File: config.mk
export PLATFORM = sky130hd
export DESIGN_NAME = dcmt_core
export DESIGN_NICKNAME = d
export VERILOG_FILES = /design/src/hw/dcmt_pkg.sv /design/src/hw/dcmt_timing_select.sv /design/src/hw/dcmt_core.sv
export SDC_FILE = /design/constraint.sdc
export NUM_CORES = 1
export LEC_CHECK = 0
export BUFFER_PORTS_ARGS = -buffer_cell sky130_fd_sc_hd__clkbuf_2
export CAP_MARGIN = 0
export CORE_AREA = 2 2 168 170
export DETAILED_ROUTE_END_ITERATION = 10
export DIE_AREA = 0 0 170 172
export PLACE_DENSITY_LB_ADDON = 0.3
export SYNTH_ARGS = -nofsm -noshare
export SYNTH_HDL_FRONTEND = slang
export SYNTH_SLANG_ARGS = --single-unit
File: constraint.sdc
create_clock -name i_clk -period 16.4 [get_ports i_clk]
set_input_delay 4.1 -clock i_clk [delete_from_list [all_inputs] [get_ports i_clk]]
set_output_delay 4.1 -clock i_clk [all_outputs]
set_load 0.05 [all_outputs]
File: src/hw/dcmt_pkg.sv
package dcmt_pkg;

  // memory technology and transfer rate selectors
  localparam logic       TECH_DDR3L       = 1'b0;
  localparam logic       TECH_LPDDR3      = 1'b1;
  localparam logic       RATE_1333        = 1'b0;
  localparam logic       RATE_1600        = 1'b1;

  // timing figures in memory clocks, per technology and rate
  localparam logic [4:0] DDR3L_1333_BASE  = 5'h08;  // 8 or 9
  localparam logic [4:0] DDR3L_1333_CWL   = 5'h07;
  localparam logic [4:0] DDR3L_1600_BASE  = 5'h0a;  // 10 or 11
  localparam logic [4:0] DDR3L_1600_CWL   = 5'h08;
  localparam logic [4:0] LP_1333_CL       = 5'h0a;
  localparam logic [4:0] LP_1333_RCD      = 5'h0c;
  localparam logic [4:0] LP_1333_CWL      = 5'h07;
  localparam logic [4:0] LP_1600_CL       = 5'h0c;
  localparam logic [4:0] LP_1600_RCD      = 5'h0f;
  localparam logic [4:0] LP_1600_CWL      = 5'h08;

  // burst length in data transfers, same for every mode
  localparam logic [3:0] BURST_LENGTH     = 4'h8;

  // address layout: 64-byte cache line
  localparam int         ADDR_W           = 36;
  localparam int         LINE_BIT         = 6;

  // memory-down geometry
  localparam logic [3:0] BANKS_PER_DIE    = 4'h8;
  localparam logic [1:0] MAX_RANKS        = 2'h2;

  // command rate encodings
  typedef enum logic [2:0] {
    DCMT_CMD_ONE  = 3'b001,
    DCMT_CMD_TWO  = 3'b010,
    DCMT_CMD_HALF = 3'b100
  } dcmt_cmd_rate_type;

  // organization modes
  typedef enum logic [3:0] {
    DCMT_ORG_NONE   = 4'b0001,
    DCMT_ORG_SINGLE = 4'b0010,
    DCMT_ORG_ASYM   = 4'b0100,
    DCMT_ORG_FULL   = 4'b1000
  } dcmt_org_type;

  // issue state machine
  typedef enum logic [1:0] {
    DCMT_ST_IDLE = 2'b01,
    DCMT_ST_GAP  = 2'b10
  } dcmt_state_type;

  localparam logic [4:0] RESET_TIMING     = 5'h00;

endpackage

File: src/hw/dcmt_timing_select.sv
`timescale 1ns/100ps
// picks the timing set from technology, rate and slow-bin choice
module dcmt_timing_select
  import dcmt_pkg::*;
(
  input  wire logic       i_tech,        // TECH_DDR3L or TECH_LPDDR3
  input  wire logic       i_rate,        // RATE_1333 or RATE_1600
  input  wire logic       i_slow_bin,    // ddr3l: add one clock to the base bin
  input  wire logic       i_two_clock,   // ddr3l: ask for two-clock command rate
  output logic [4:0]      o_cas_read_latency,
  output logic [4:0]      o_activate_to_column_delay,
  output logic [4:0]      o_precharge_period,
  output logic [4:0]      o_cas_write_latency,
  output dcmt_cmd_rate_type o_rate
);

  // one table lookup, purely combinational
  always_comb begin
    o_cas_read_latency         = RESET_TIMING;
    o_activate_to_column_delay = RESET_TIMING;
    o_precharge_period         = RESET_TIMING;
    o_cas_write_latency        = RESET_TIMING;
    o_rate                     = DCMT_CMD_ONE;
    if (i_tech == TECH_DDR3L) begin
      o_cas_read_latency = (i_rate == RATE_1600) ? DDR3L_1600_BASE : DDR3L_1333_BASE;
      if (i_slow_bin) begin
        o_cas_read_latency = o_cas_read_latency + 5'h01;
      end
      // one bin value covers all three timings; finer steps need a wider port
      o_activate_to_column_delay = o_cas_read_latency;
      o_precharge_period         = o_cas_read_latency;
      o_cas_write_latency = (i_rate == RATE_1600) ? DDR3L_1600_CWL : DDR3L_1333_CWL;
      o_rate = i_two_clock ? DCMT_CMD_TWO : DCMT_CMD_ONE;
    end else begin
      o_cas_read_latency         = (i_rate == RATE_1600) ? LP_1600_CL : LP_1333_CL;
      o_activate_to_column_delay = (i_rate == RATE_1600) ? LP_1600_RCD : LP_1333_RCD;
      o_precharge_period         = o_activate_to_column_delay;
      o_cas_write_latency        = (i_rate == RATE_1600) ? LP_1600_CWL : LP_1333_CWL;
      o_rate                     = DCMT_CMD_HALF;
    end
  end

endmodule // dcmt_timing_select

File: src/hw/dcmt_core.sv
`timescale 1ns/100ps
// Operation
// - one-clock or two-clock command spacing supported
// - ddr3l 1333: 8/9 timings, write latency 7
// - ddr3l 1600: 10/11 timings, write latency 8
// - lpddr3 uses half-clock rate, fixed timings
// - single populated channel receives every request
// - low zone interleaved, upper zone single channel
// - logical A/B map to physical, swappable
// - interleave flips channel each 64-byte line
// - opposite-channel request issues without waiting at one-clock and half-clock rate; two-clock rate adds a one-clock gap
// - consecutive lines fetched together on both channels
// - equal capacity, boundary at top: fully interleaved
// - channels may differ in technology and width
// - memory-down: one or two ranks, 8 banks
// - burst length eight in every mode
module dcmt_core
  import dcmt_pkg::*;
(
  input  wire logic              i_clk,
  input  wire logic              i_reset,
  // configuration, held stable while traffic runs
  input  wire logic              i_tech,           // shared timing-set technology
  input  wire logic              i_rate,           // transfer rate select
  input  wire logic              i_slow_bin,       // ddr3l upper bin
  input  wire logic              i_two_clock,      // ddr3l two-clock command rate
  input  wire logic              i_chan_a_present, // logical channel a populated
  input  wire logic              i_chan_b_present, // logical channel b populated
  input  wire logic              i_swap,           // a on physical 1, b on physical 0
  input  wire logic [ADDR_W-1:0] i_chan_a_size,    // bytes on logical a
  input  wire logic [ADDR_W-1:0] i_chan_b_size,    // bytes on logical b
  input  wire logic [ADDR_W-1:0] i_zone_boundary,  // top of interleaved zone
  input  wire logic [1:0]        i_chan0_ranks,    // memory-down ranks, physical 0
  input  wire logic [1:0]        i_chan1_ranks,    // memory-down ranks, physical 1
  // request path
  input  wire logic              i_req_valid,
  input  wire logic [ADDR_W-1:0] i_req_addr,
  output logic                   o_req_ready,
  // two physical channel command ports
  output logic [1:0]             o_cmd_valid,      // one bit per physical channel
  output logic [ADDR_W-1:0]      o_cmd_addr0,
  output logic [ADDR_W-1:0]      o_cmd_addr1,
  input  wire logic [1:0]        i_chan_ready,     // channel can take a command
  // status
  output dcmt_org_type           o_org_mode,
  output dcmt_cmd_rate_type      o_cmd_rate,
  output logic [4:0]             o_cas_read_latency,
  output logic [4:0]             o_activate_to_column_delay,
  output logic [4:0]             o_precharge_period,
  output logic [4:0]             o_cas_write_latency,
  output logic [3:0]             o_burst_length,
  output logic [3:0]             o_banks_per_die,
  output logic                   o_config_error    // a smaller than b, or bad rank count
);

  // all registered state in one struct
  typedef struct packed {
    dcmt_state_type    st;
    logic [1:0]        gap;       // clocks left before next command slot
    logic [1:0]        cmd_valid;
    logic [ADDR_W-1:0] addr0;
    logic [ADDR_W-1:0] addr1;
    dcmt_org_type      org;
    dcmt_cmd_rate_type rate;
    logic [4:0]        cl;
    logic [4:0]        rcd;
    logic [4:0]        rp;
    logic [4:0]        cas_write_latency;
    logic              err;
  } dcmt_regs_type;

  dcmt_regs_type     r_q;          // registered state
  dcmt_regs_type     r_d;          // next state
  logic [4:0]        sel_cl;       // looked-up timings
  logic [4:0]        sel_rcd;
  logic [4:0]        sel_rp;
  logic [4:0]        sel_cwl;
  dcmt_cmd_rate_type sel_rate;
  logic              log_chan;     // logical target: 0 = a, 1 = b
  logic              phys_chan;    // physical target
  logic              in_zone;      // address below interleave boundary
  logic [ADDR_W-1:0] zone_top;     // effective interleave top
  logic              slot_free;    // command spacing allows a launch
  logic              take;         // request accepted this clock

  // map logical channel to physical
  function automatic logic to_phys(input logic lch, input logic swp);
    return lch ^ swp;
  endfunction

  // timing table; one set serves both channels since firmware writes the slower
  dcmt_timing_select u_timing (
    .i_tech                     (i_tech),
    .i_rate                     (i_rate),
    .i_slow_bin                 (i_slow_bin),
    .i_two_clock                (i_two_clock),
    .o_cas_read_latency         (sel_cl),
    .o_activate_to_column_delay (sel_rcd),
    .o_precharge_period         (sel_rp),
    .o_cas_write_latency        (sel_cwl),
    .o_rate                     (sel_rate)
  );

  // steering decision, combinational from request address
  always_comb begin
    // boundary compare
    // interleave top is the smaller of boundary and channel b size, doubled
    zone_top = (i_zone_boundary < {i_chan_b_size[ADDR_W-2:0], 1'b0}) ?
               i_zone_boundary : {i_chan_b_size[ADDR_W-2:0], 1'b0};
    in_zone  = (i_req_addr < zone_top);
    log_chan = 1'b0;
    unique case (r_q.org)
      DCMT_ORG_SINGLE: begin
        log_chan = i_chan_a_present ? 1'b0 : 1'b1;
      end
      DCMT_ORG_FULL: begin
        log_chan = i_req_addr[LINE_BIT];
      end
      DCMT_ORG_ASYM: begin
        // zone split; upper zone lives on larger channel a
        log_chan = in_zone ? i_req_addr[LINE_BIT] : 1'b0;
      end
      DCMT_ORG_NONE: begin
        log_chan = 1'b0;
      end
    endcase
    phys_chan = to_phys(log_chan, i_swap);
  end

  assign slot_free   = (r_q.st == DCMT_ST_IDLE);
  // only target channel's ready matters, other channel's pending work ignored
  assign take        = i_req_valid && slot_free && (r_q.org != DCMT_ORG_NONE) &&
                       !r_q.cmd_valid[phys_chan] && i_chan_ready[phys_chan];
  assign o_req_ready = slot_free && (r_q.org != DCMT_ORG_NONE) &&
                       !r_q.cmd_valid[phys_chan] && i_chan_ready[phys_chan];

  // next-state logic
  always_comb begin
    r_d = r_q;
    // mode and timing follow configuration; firmware changes them only when idle
    r_d.cl  = sel_cl;
    r_d.rcd = sel_rcd;
    r_d.rp  = sel_rp;
    r_d.cas_write_latency = sel_cwl;
    r_d.rate = sel_rate;
    // per-channel technology not checked, only presence, size and rank count
    if (i_chan_a_present && i_chan_b_present) begin
      r_d.org = ((i_chan_a_size == i_chan_b_size) &&
                 (i_zone_boundary >= {i_chan_a_size[ADDR_W-2:0], 1'b0})) ?
                DCMT_ORG_FULL : DCMT_ORG_ASYM;
    end else if (i_chan_a_present || i_chan_b_present) begin
      r_d.org = DCMT_ORG_SINGLE;
    end else begin
      r_d.org = DCMT_ORG_NONE;
    end
    r_d.err = (i_chan_a_present && i_chan_b_present && (i_chan_a_size < i_chan_b_size)) ||
              (i_chan0_ranks == 2'h0) || (i_chan0_ranks > MAX_RANKS) ||
              (i_chan1_ranks == 2'h0) || (i_chan1_ranks > MAX_RANKS);
    // a channel drops its command once it accepts it
    for (int c = 0; c < 2; c++) begin
      if (r_q.cmd_valid[c] && i_chan_ready[c]) begin
        r_d.cmd_valid[c] = 1'b0;
      end
    end
    // issue spacing machine
    unique case (r_q.st)
      DCMT_ST_IDLE: begin
        if (take) begin
          // other channel may still hold its line: both fetch together
          r_d.cmd_valid[phys_chan] = 1'b1;
          if (phys_chan) begin
            r_d.addr1 = i_req_addr;
          end else begin
            r_d.addr0 = i_req_addr;
          end
          if (r_q.rate == DCMT_CMD_TWO) begin
            r_d.st  = DCMT_ST_GAP;
            r_d.gap = 2'h1;
          end
        end
      end
      DCMT_ST_GAP: begin
        r_d.gap = r_q.gap - 2'h1;
        if (r_q.gap == 2'h1) begin
          r_d.st = DCMT_ST_IDLE;
        end
      end
    endcase
  end

  // register the whole state
  always_ff @(posedge i_clk or posedge i_reset) begin
    if (i_reset) begin
      r_q.st        <= DCMT_ST_IDLE;
      r_q.gap       <= 2'h0;
      r_q.cmd_valid <= 2'h0;
      r_q.addr0     <= '0;
      r_q.addr1     <= '0;
      r_q.org       <= DCMT_ORG_NONE;
      r_q.rate      <= DCMT_CMD_ONE;
      r_q.cl        <= RESET_TIMING;
      r_q.rcd       <= RESET_TIMING;
      r_q.rp        <= RESET_TIMING;
      r_q.cas_write_latency       <= RESET_TIMING;
      r_q.err       <= 1'b0;
    end else begin
      r_q <= r_d;
    end
  end

  // outputs from flip-flops; burst length and banks per die are constants
  assign o_cmd_valid                = r_q.cmd_valid;
  assign o_cmd_addr0                = r_q.addr0;
  assign o_cmd_addr1                = r_q.addr1;
  assign o_org_mode                 = r_q.org;
  assign o_cmd_rate                 = r_q.rate;
  assign o_cas_read_latency         = r_q.cl;
  assign o_activate_to_column_delay = r_q.rcd;
  assign o_precharge_period         = r_q.rp;
  assign o_cas_write_latency        = r_q.cas_write_latency;
  assign o_burst_length             = BURST_LENGTH;
  assign o_banks_per_die            = BANKS_PER_DIE;
  assign o_config_error             = r_q.err;

endmodule // dcmt_core

=== Word level (Yosys, flattened, before mapping) ===
Index checks and enable logic that the tools add are counted.

* Flip-flop bits (word level): 101
* Bits of input ports: 160
* Output and inout bits: 111

* Add/subtract/negate cells: 2
* $lt $le $gt $ge: 8
* Eq/ne operators: 13
* Muxes and demuxes: 31
* Bitwise logic cells: 3
* Reduce and logical (&&, ||, !) cells: 25

{| class="wikitable"
|+ Operators by type and width
! cell !! count
|-
| $lt 36x36->1 || 3
|-
| $mux 36 || 3
|-
| $mux 78 || 1
|-
| $mux 74 || 1
|-
| $eq 36x36->1 || 1
|-
| $ge 36x36->1 || 1
|-
| $mux 4 || 4
|-
| $mux 5 || 3
|-
| $logic_and 1x1->1 || 13
|-
| $mux 2 || 5
|-
| $mux 1 || 9
|-
| $reduce_and 3->1 || 3
|-
| $pmux 4 s2 || 1
|-
| $mux 3 || 2
|-
| $add 5x1->5 const B || 1
|-
| $logic_or 1x1->1 || 5
|-
| $eq 2x1->1 const B || 2
|-
| $eq 4x1->1 const B || 1
|-
| $eq 4x2->1 const B || 1
|-
| $eq 4x3->1 const B || 1
|-
| $eq 4x4->1 const B || 1
|-
| $gt 2x2->1 const B || 2
|-
| $logic_not 2->1 || 2
|-
| $ne 2x1->1 const B || 2
|-
| other kinds (14) || 14
|}

=== Longest topological paths before layout ===
Gate-level depths: netlist of run 1.

* Depth after elaboration: 13
* Mapped depth: 20
* Gate-level depth less buffers: 18

=== By module ===
Synthesis of run 1 repeated with hierarchy kept, for this count alone.

* Cells, all modules: 878
* Area total of the unflattened synthesis: 8567.0 um^2

{| class="wikitable"
|+ By module, submodules not included
! module !! instances !! cells an instance !! area each (um^2)
|-
| dcmt_core || 1 || 854 || 8386.8
|-
| dcmt_timing_select || 1 || 24 || 180.2
|}

=== Worst setup path after synthesis of run 1 ===
No wires, ideal clock.

* Path kind: input to output
* Start point: input i_chan_b_size[4]
* End point: output o_req_ready
* Arrival: 8.996 ns
* Slack: 3.304 ns
* Cell stages on the path: 18
* Path buffers: 1
* Cells stage by stage: inv_1 -> ha_1 -> a21o_1 -> a211o_1 -> a41oi_1 -> o221ai_1 -> nor2_1 -> clkbuf_1 -> mux2i_1 -> ha_1 -> a21oi_1 -> a211oi_1 -> or4_1 -> a21oi_1 -> a31oi_2 -> xor2_2 -> nand2_1 -> a21boi_0

* Cells in the longest elaborated chain, start to end: 11
* Elaborated cells between the ends (all ways): 13

{| class="wikitable"
|+ Ends and longest elaborated chain
! item !! line !! text
|-
| start, declared || dcmt_core.sv:31 || <nowiki>input wire logic [ADDR_W-1:0] i_chan_b_size,</nowiki>
|-
| $lt 36x36->1 || dcmt_core.sv:108 || <nowiki>zone_top = (i_zone_boundary < {i_chan_b_size[ADDR_W-2:0], 1'b0}) ?</nowiki>
|-
| $mux 36 * || dcmt_core.sv:108 ||
|-
| $lt 36x36->1 * || dcmt_core.sv:110 || <nowiki>in_zone = (i_req_addr < zone_top);</nowiki>
|-
| $mux 1 * || dcmt_core.sv:121 || <nowiki>log_chan = in_zone ? i_req_addr[LINE_BIT] : 1'b0;</nowiki>
|-
| $pmux 1 s4 * || dcmt_core.sv:112 || <nowiki>unique case (r_q.org)</nowiki>
|-
| $xor 1x1->1 * || dcmt_core.sv:88 || <nowiki>return lch ^ swp;</nowiki>
|-
| $mux 1 (not written as such) (2 in series) || dcmt_core.sv:135 || <nowiki>!r_q.cmd_valid[phys_chan] && i_chan_ready[phys_chan];</nowiki>
|-
| $logic_not 1->1 || dcmt_core.sv:135 ||
|-
| $logic_and 1x1->1 || dcmt_core.sv:134 || <nowiki>assign o_req_ready = slot_free && (r_q.org != DCMT_ORG_NONE) &&</nowiki>
|-
| $logic_and 1x1->1 * || dcmt_core.sv:135 ||
|-
| end, declared || dcmt_core.sv:38 || <nowiki>output logic o_req_ready,</nowiki>
|}

Every way passes the cells marked *; elsewhere a longest branch is shown, timed or not. The select of a mux whose other input is x is not followed.

=== Worst setup path in the final report of run 1 ===
* Start point: input i_chan_b_size[14]
* End point: output o_req_ready

The elaborated chain is that of the path after synthesis.

==> results of run 1 <==
-- logic make-up (layout without fill, tap and decap cells) --
group / after synthesis / after routing / share of synthesized area [%]
compound gates: 128 / 128 / 10.2
mux: 108 / 108 / 14.5
other cells: 2 / 16 / 0.0928
simple gates: 133 / 133 / 8.98
flops: 93 / 93 / 28.8
fa+ha+maj: 144 / 144 / 22.3
xor+xnor: 5 / 5 / 0.634
buf+inv: 203 / 362 / 14.6
-- where the power goes --
group / total [mW] / leakage [nW] / internal [mW] / switching, mW
Sequential: 0.371 / 1.13 / 0.324 / 0.0476
Combinational: 0.683 / 3.84 / 0.188 / 0.495
Clock: 0.232 / 0.152 / 0.125 / 0.106
Total: 1.29 / 5.12 / 0.636 / 0.649
-- metrics by stage --
step	instance area (um^2)	std cells	power [mW]	hold slack (ns)	utilization [%]
final	9350	1335	1.29	0.494	34.0
after global routing	9350	1334	1.36	0.507	34.0
after CTS	9340	1332	1.30	0.498	34.0
after detailed placement	9030	1316	1.06	0.481	32.9
after global placement	9030	1316	1.06	0.473	32.9
after floorplan	8130	827	1.02	0.465	-
-- synthesized netlist by cell type, drive strengths merged (23+ instances only) --
cell	number	share of area (%)
a21oi	44	2.7
nand4	28	2.2
buf	115	10
o21ai	23	1.4
dfrtp	90	28
mux2	73	10
mux2i	35	4.3
ha	144	22
inv	85	3.9
a21o	27	2.5
nand2	28	1.3
-- final cells by class --
class / instances / area (um^2) / share of cell area, %
Timing Repair Buffer: 261 / 1310 / 14.0
Multi-Input combinational cell: 531 / 4630 / 49.5
Sequential cell: 93 / 2330 / 24.9
Antenna cell: 3 / 7.51 / 0.0803
Inverter: 85 / 322 / 3.44
Tap cell: 346 / 433 / 4.63
Clock inverter: 6 / 75.1 / 0.803
Clock buffer: 10 / 239 / 2.56
-- worst register-to-register path: stages, from the launching register on --
cell and delay, ns:
dfrtp_1 0.44, nor3b_1 0.44, nand4_1 0.18, a31oi_1 0.16, o21ai_0 0.14, a21oi_1 0.18, a31oi_2 0.18, xor2_2 0.26
nand3_4 0.52, mux2_1 0.57
-- metal layers --
metal / vias to the layer above / wire (um)
li1: 3133 / -
met1: 2898 / 10800
met2: 209 / 10500
met3: 25 / 1660
met4: 0 / 533
met5: - / 0
-- sequential cells by signal, indices dropped and copies added (netlist names) --
register	count
r_q	4
o_cas_read_latency	4
o_org_mode	4
o_cas_write_latency	1
o_cmd_valid	2
o_cmd_addr1	36
o_precharge_period	3
o_cmd_rate	2
o_config_error	1
o_cmd_addr0	36
-- worst max path at each step --
stage | startpoint | end | slack [ns]
after floorplan | i_chan_b_size[4] | o_req_ready | 3.30
after global placement | i_chan_b_size[12] | o_req_ready | 2.91
after detailed placement | i_chan_b_size[14] | o_req_ready | 2.72
after CTS | i_chan_b_size[14] | o_req_ready | 2.70
after global routing | i_chan_b_size[14] | o_req_ready | 2.42
final | i_chan_b_size[14] | o_req_ready | 2.78
==> run summary, run 1 <==
Detail Route Antenna Nets: 0
crit path cell chain: clkbuf_2, inv_1, ha_1, a21oi_1, o21ai_0, a221oi_1, o221ai_1, nor2_4, buf_4, mux2i_1, ha_1, nand4_1, nor4_1, and2_1, o211ai_1, a31oi_2, xor2_2, nand2_1, a21boi_0, clkbuf_2
Syn-to-layout area delta: 15.6%
Resize count post-CTS: 0
htree depth: 3
pre-CTS WS: 2.72 ns
Req. time, crit path: 12.30 ns
busiest layer in global routing: met2
IO buf count: 258
CP max stage cell: nor2_4
Crit path arrival time: 9.52 ns
Tmin final: 13.62 ns
met2 Use GR: 26.7%
leakage: 5.12 nW
routability cong.: 0.887
Mapped Avg Cell Area: 9.92 um^2
Syn Std Cell Area: 0.00809 mm^2
GRT met1 Usage: 20.5%
critical path depth: 20
Hold Path Origin: o_cmd_addr0[9]
CTS Hold Bufs: 0
Via density: 4.69
gr usage total: 16.0%
Clock Tree Buf Depth: 2
post-CTS setup buffer count: 0
clock slew at the register clock pins of the worst setup and hold paths: 0.07 ns
Fin. Hold Viols: 0
Pwr Density: 138 mW/mm^2
PnR worst setup slack: 2.78 ns
Worst Path Buf+Inv: 4
Post-Syn Instances: 816
layout cell share with drive strength beyond 1: 33.9%
setup repair after global routing missed its margin: no
Synth Warn #: 0
per-cell routed wire length: 17.6 um
r2r startpoint: o_org_mode[1]
Final Max Slew Viols: 0
Die Ht: 172 um
grt met3 use: 4.12%
initial DRC count: 171
total CTS buffers: 9
total iterations of the first detailed-routing run: 4
HP Class: register to register
R2R setup slack: 13.21 ns
die area: 0.0292 mm^2
initial antenna violation count: 2
FMAX: 0.0734 GHz
worst slew pin tran: 0.696 ns
period utilization: 83.1%
Post-synth top flop: dfrtp_1
core area: 0.0275 mm^2
Worst Hold End: o_cmd_addr0[9]
total of fill cells in the finished design: 2886
root buffer cell: clkbuf_16
max incr delay on CP: 0.60 ns
final setup skew: 0.0108 ns
Sum Neg Setup Slack: 0 ns
WS Path Type: input port to primary output
number of synthesized register bits: 93
commonest non-fill, non-tap cell in the layout: clkbuf_2
gr ovfl total: 0
reg2reg path depth: 9
Starting Density: 29.4%
vias in the first global route: 6383
DP Wirelength: 20200 um
clock sinks: 93
largest net degree at the start of global routing: 52
Final setup viols: 0
critical path endpoint category: primary output
most frequent cells in the layout: clkbuf_2, ha_1, dfrtp_1
clock latency on the worst-skew pair: 0.36 ns
Post-synth EDFFs: 0
cell family with most CP delay: compound AO/OA/AOI/OAI gates
Max IR drop VDD: 0.111 mV
NumNets Final: 1285
Synth async-reset ratio: 100%
# IOs: 271
TritonCTS clock tree: built
row count: 61
nature of the critical path startpoint: input port
worst hold path depth: 1
Seq/Total Area, Yosys: 28.8%
first-pass GRT wire length: 35300 um
Critical Path Fanout Max: 19
outcome: completed
via count: 6265
Max Cap Viol: 0
Chip Width: 170 um
reg-to-reg endpoint: o_cmd_addr0[26]
DRC: 0
Netlist cell types: 58
Relative slew margins: 53.6%
WL final: 23500 um
No activity file was read; power rests on OpenSTA's default activity.
==> run 2: changes to the inputs <==
clock period = 13.28 ns   (was 16.4 ns; I/O delays follow)
==> run 2 against run 1 <==
Effect of this change:
- first-iteration DRC count up 9.9%
- critical endpoint unchanged
- highest routed layer unchanged
- core utilization down 0.20 points
- clock skew down 0.0044 ns
==> run summary, run 2 (synthesized netlist as in run 1, its figures left out) <==
busiest layer in global routing: met2
overall power: 1.55 mW (+20%)
Starting Density: 29.4% (unchanged)
setup repair after global routing missed its margin: no
clock slew at the register clock pins of the worst setup and hold paths: 0.07 ns (about the same)
TritonCTS clock tree: built
row count: 61 (unchanged)
dpl cell area: 0.00902 mm^2 (about the same)
HP Class: register to register
WS Path Type: input port to primary output
htree depth: 3 (unchanged)
critical path endpoint category: primary output
Final setup viols: 0 (unchanged)
layout cell share with drive strength beyond 1: 33.6% (-0.27 points)
pre-CTS WS: 1.42 ns (-1.30 ns)
PnR worst setup slack: 1.58 ns (-1.20 ns)
total iterations of the first detailed-routing run: 4 (unchanged)
Tmin final: 11.70 ns
Die Ht: 172 um (unchanged)
IO buf count: 258 (unchanged)
DRC: 0 (unchanged)
FMAX: 0.0854 GHz
Hold Path Origin: o_cmd_addr0[10]
Max IR drop VDD: 0.129 mV (+16%)
# IOs: 271 (unchanged)
Syn-to-layout area delta: 14.9%
post-route cell area: 0.00930 mm^2 (-0.59%)
Sum Neg Setup Slack: 0 ns (unchanged)
initial DRC count: 188 (+9.9%)
met2 Use GR: 26.8% (+0.089 points)
WL final: 23200 um (-1.2%)
Relative slew margins: 30.8% (-23 points)
die area: 0.0292 mm^2 (unchanged)
Fin. Hold Viols: 0 (unchanged)
most frequent cells in the layout: clkbuf_2, ha_1, dfrtp_1
Worst Hold End: o_cmd_addr0[10]
Crit path arrival time: 8.38 ns (-1.14 ns)
gr usage total: 15.9% (-0.084 points)
R2R setup slack: 9.71 ns (-3.50 ns)
leakage: 5.09 nW (-0.66%)
largest net degree at the start of global routing: 50 (-3.8%)
Detail Route Antenna Nets: 0 (unchanged)
worst hold path depth: 1 (unchanged)
final setup skew: 0.00639 ns (-0.00442 ns)
root buffer cell: clkbuf_16
vias in the first global route: 6197 (-2.9%)
Critical Path Fanout Max: 24 (+5)
nature of the critical path startpoint: input port
core area: 0.0275 mm^2 (unchanged)
Max Cap Viol: 0 (unchanged)
Via density: 4.65 (-0.91%)
outcome: completed
placed cells: 1315 (-0.076%)
total CTS buffers: 9 (unchanged)
CTS Hold Bufs: 0 (unchanged)
commonest non-fill, non-tap cell in the layout: clkbuf_2
period utilization: 88.1%
Resize count post-CTS: 0 (unchanged)
DP Wirelength: 20100 um (-0.53%)
Final Max Slew Viols: 0 (unchanged)
initial antenna violation count: 1 (-1)
per-cell routed wire length: 17.4 um (-1.1%)
worst slew pin tran: 1.04 ns (+0.343 ns)
Clock Tree Buf Depth: 2 (unchanged)
routability cong.: 0.864 (-2.6%)
NumNets Final: 1284 (-0.078%)
reg-to-reg endpoint: o_cmd_addr1[31]
reg2reg path depth: 9 (unchanged)
Chip Width: 170 um (unchanged)
Req. time, crit path: 9.96 ns (-2.34 ns)
via count: 6199 (-1.1%)
clock sinks: 93 (unchanged)
grt met3 use: 4.19% (+0.069 points)
clock latency on the worst-skew pair: 0.35 ns (about the same)
GRT met1 Usage: 20.6% (+0.099 points)
post-CTS setup buffer count: 0 (unchanged)
first-pass GRT wire length: 35000 um (-1.0%)
Pwr Density: 167 mW/mm^2 (+21%)
Final Non-Filler Cells: 1333 (-0.15%)
r2r startpoint: o_org_mode[1]
gr ovfl total: 0 (unchanged)
==> run 2: worst max-delay path by stage <==
| stage | endpoint | cells past startpoint | startpoint |
|---|---|---|---|
| after CTS | o_req_ready | 19 | i_chan_b_size[4] |
| after detailed placement | o_req_ready | 19 | i_chan_b_size[4] |
| final | o_req_ready | 19 | i_chan_b_size[4] |
| after global placement | o_req_ready | 19 | i_chan_b_size[4] |
| after global routing | o_req_ready | 19 | i_chan_b_size[14] |
| after floorplan | o_req_ready | 18 | i_chan_b_size[4] |
==> run 2: per-stage QoR <==
stage	utilization (%)	hold slack (ns)
after floorplan	-	0.465
after global placement	32.8	0.472
after detailed placement	32.8	0.481
after CTS	33.8	0.497
after global routing	33.8	0.504
final	33.8	0.491
==> run 2: final cells by class <==
class	instances	area, um^2
Inverter	85	322
Clock inverter	5	36.3
Timing Repair Buffer	260	1310
Fill cell	2894	18200
Tap cell	346	433
Sequential cell	93	2330
Antenna cell	2	5.00
Multi-Input combinational cell	531	4630
Clock buffer	11	233
==> run 2: power by group <==
group | switching [mW] | internal, mW | leakage (nW)
Clock | 0.120 | 0.128 | 0.122
Combinational | 0.610 | 0.232 | 3.84
Sequential | 0.0589 | 0.400 | 1.13
Total | 0.789 | 0.759 | 5.09
==> run 2: routing by layer <==
metal | vias up | routed length (um)
met3 | 15 | 1610
met5 | - | 0
met2 | 193 | 10800
met1 | 2874 | 10600
li1 | 3117 | -
met4 | 0 | 280
==> run 2: critical path, stage by stage <==
cell,delay [ns]
clkbuf_2,0.09
inv_1,0.05
ha_1,0.30
a21o_1,0.16
a211o_1,0.28
a41oi_1,0.27
o221ai_1,0.24
nor2_4,0.77
mux2i_1,0.19
ha_1,0.37
nand4_1,0.16
nor4_1,0.61
and2_1,0.25
a21oi_1,0.08
a31oi_2,0.32
xor2_2,0.26
nand2_1,0.08
a21boi_0,0.23
clkbuf_2,0.32
==> run 3: changes to the inputs <==
CORE_AREA = 2 2 183 185   (was 2 2 168 170)
DIE_AREA = 0 0 185 187   (was 0 0 170 172)
==> run 3 against run 2 <==
Effect of this change:
- clock skew increased by 0.0064 ns
- critical endpoint unchanged
- setup slack lost 0.087 ns
- critical path depth increased by 1
- via count is 1.3% higher
- non-clock buffer count is 1 higher
- core utilization is 5.0 points lower
- sequential share of layout area down 0.44 points
- routed wire length increased by 4.3%
==> run summary, run 3 (synthesized netlist as in run 1, its figures left out) <==
IO buf count: 258 (unchanged)
root buffer cell: clkbuf_16
routability cong.: 0.842 (-2.6%)
leakage: 5.11 nW (+0.39%)
core area: 0.0329 mm^2 (+20%)
clock sinks: 93 (unchanged)
total iterations of the first detailed-routing run: 4 (unchanged)
Clock Tree Buf Depth: 2 (unchanged)
DP Wirelength: 20900 um (+4.0%)
HP Class: register to register
DRC: 0 (unchanged)
most frequent cells in the layout: clkbuf_2, ha_1, dfrtp_1
Max IR drop VDD: 0.105 mV (-19%)
Final Non-Filler Cells: 1436 (+7.7%)
TritonCTS clock tree: built
Crit path arrival time: 8.47 ns (+0.09 ns)
initial antenna violation count: 1 (unchanged)
Req. time, crit path: 9.96 ns (about the same)
Starting Density: 24.6% (-4.8 points)
layout cell share with drive strength beyond 1: 33.9% (+0.27 points)
nature of the critical path startpoint: input port
clock slew at the register clock pins of the worst setup and hold paths: 0.06 ns (about the same)
Fin. Hold Viols: 0 (unchanged)
Max Cap Viol: 0 (unchanged)
cell family with most CP delay: simple AND/OR/NAND/NOR gates
Worst Path Buf+Inv: 4 (+1)
total CTS buffers: 9 (unchanged)
clock latency on the worst-skew pair: 0.38 ns (+0.03 ns)
first-pass GRT wire length: 36500 um (+4.3%)
crit path cell chain: clkbuf_2, inv_1, ha_1, a21oi_1, nand2_1, a221oi_1, o221ai_1, nor2_4, buf_4, mux2i_1, ha_1, nand4_1, nor4_1, and2_1, a21oi_1, a31oi_2, xor2_2, nand2_1, a21boi_0, clkbuf_2
Pwr Density: 166 mW/mm^2 (about the same)
row count: 67 (+9.8%)
max incr delay on CP: 0.79 ns (+0.02 ns)
die area: 0.0346 mm^2 (+18%)
initial DRC count: 204 (+8.5%)
FMAX: 0.0848 GHz (-0.74%)
critical path endpoint category: primary output
period utilization: 88.8% (+0.66 points)
setup repair after global routing missed its margin: no
Sum Neg Setup Slack: 0 ns (unchanged)
Via density: 4.37 (-5.9%)
Final Max Slew Viols: 0 (unchanged)
worst slew pin tran: 0.966 ns (-0.0730 ns)
Resize count post-CTS: 0 (unchanged)
post-CTS setup buffer count: 0 (unchanged)
per-cell routed wire length: 16.9 um (-3.2%)
gr ovfl total: 0 (unchanged)
largest net degree at the start of global routing: 55 (+10%)
final setup skew: 0.0128 ns (+0.00644 ns)
gr usage total: 14.2% (-1.7 points)
# IOs: 271 (unchanged)
WL final: 24200 um (+4.3%)
Detail Route Antenna Nets: 0 (unchanged)
outcome: completed
commonest non-fill, non-tap cell in the layout: clkbuf_2
NumNets Final: 1285 (+0.078%)
htree depth: 3 (unchanged)
Chip Width: 185 um (+8.8%)
Die Ht: 187 um (+8.7%)
Final setup viols: 0 (unchanged)
Relative slew margins: 35.5% (+4.7 points)
Critical Path Fanout Max: 24 (unchanged)
CP max stage cell: nor2_4
vias in the first global route: 6425 (+3.7%)
WS Path Type: input port to primary output
Tmin final: 11.79 ns (+0.0870 ns)
placed cells: 1418 (+7.8%)
Syn-to-layout area delta: 16.9%
via count: 6281 (+1.3%)
CTS Hold Bufs: 0 (unchanged)
## run 3: stage by stage
stage | hold slack, ns | area [um^2] | util [%] | power, mW | setup slack (ns)
2_1_floorplan | 0.465 | 8130 | - | 1.27 | 1.74
3_3_place_gp | 0.473 | 9160 | 27.9 | 1.30 | 1.59
3_5_place_dp | 0.481 | 9160 | 27.9 | 1.32 | 1.50
4_1_cts | 0.496 | 9460 | 28.8 | 1.60 | 1.51
5_1_grt | 0.504 | 9460 | 28.8 | 1.67 | 1.17
6_report | 0.489 | 9460 | 28.8 | 1.58 | 1.49
## run 3: final cells by class
type	count	area [um^2]
antenna	2	5.00
clock buffer	9	225
clock inverter	7	75.1
fill	3549	23400
inverter	85	322
multi-input combinational	531	4630
sequential	93	2330
tap	448	561
timing repair buffer	261	1310
## run 3: final timing paths
check / slack [ns] / start / depth (start not counted) / end
setup / recovery: 1.49 / i_chan_b_size[17] / 20 / o_req_ready
hold / removal: 0.49 / o_cmd_addr0[0] / 1 / o_cmd_addr0[0]
setup reg to reg: 9.94 / o_org_mode[1] / 10 / o_cmd_addr1[18]
hold reg to reg: 0.49 / o_cmd_addr0[0] / 1 / o_cmd_addr0[0]
max in group asynchronous: 9.16 / i_reset / 3 / o_cmd_valid[0]
min in group asynchronous: 2.98 / i_reset / 2 / o_cmd_addr1[13]
## run 3: metal layers
layer  global-route usage [%]  wire length [um]
met5                        0                 0
met4                     4.40               438
met3                     3.80              1610
met2                     23.7             11300
met1                     17.8             10900
## run 3: worst reg2reg max path: stages (launching register included)
cell	delay, ns
dfrtp_1	0.42
nor3b_1	0.53
nand4_1	0.16
a31oi_1	0.16
o21ai_0	0.17
a21oi_1	0.19
a31oi_2	0.20
xnor2_1	0.27
nand3_2	0.36
buf_4	0.41
mux2_2	0.34
## run 3: report_power, final
part,internal [mW],leakage [nW],switching [mW]
combinational,0.232,3.84,0.611
sequential,0.400,1.13,0.0603
clock,0.147,0.138,0.126
total,0.778,5.11,0.797
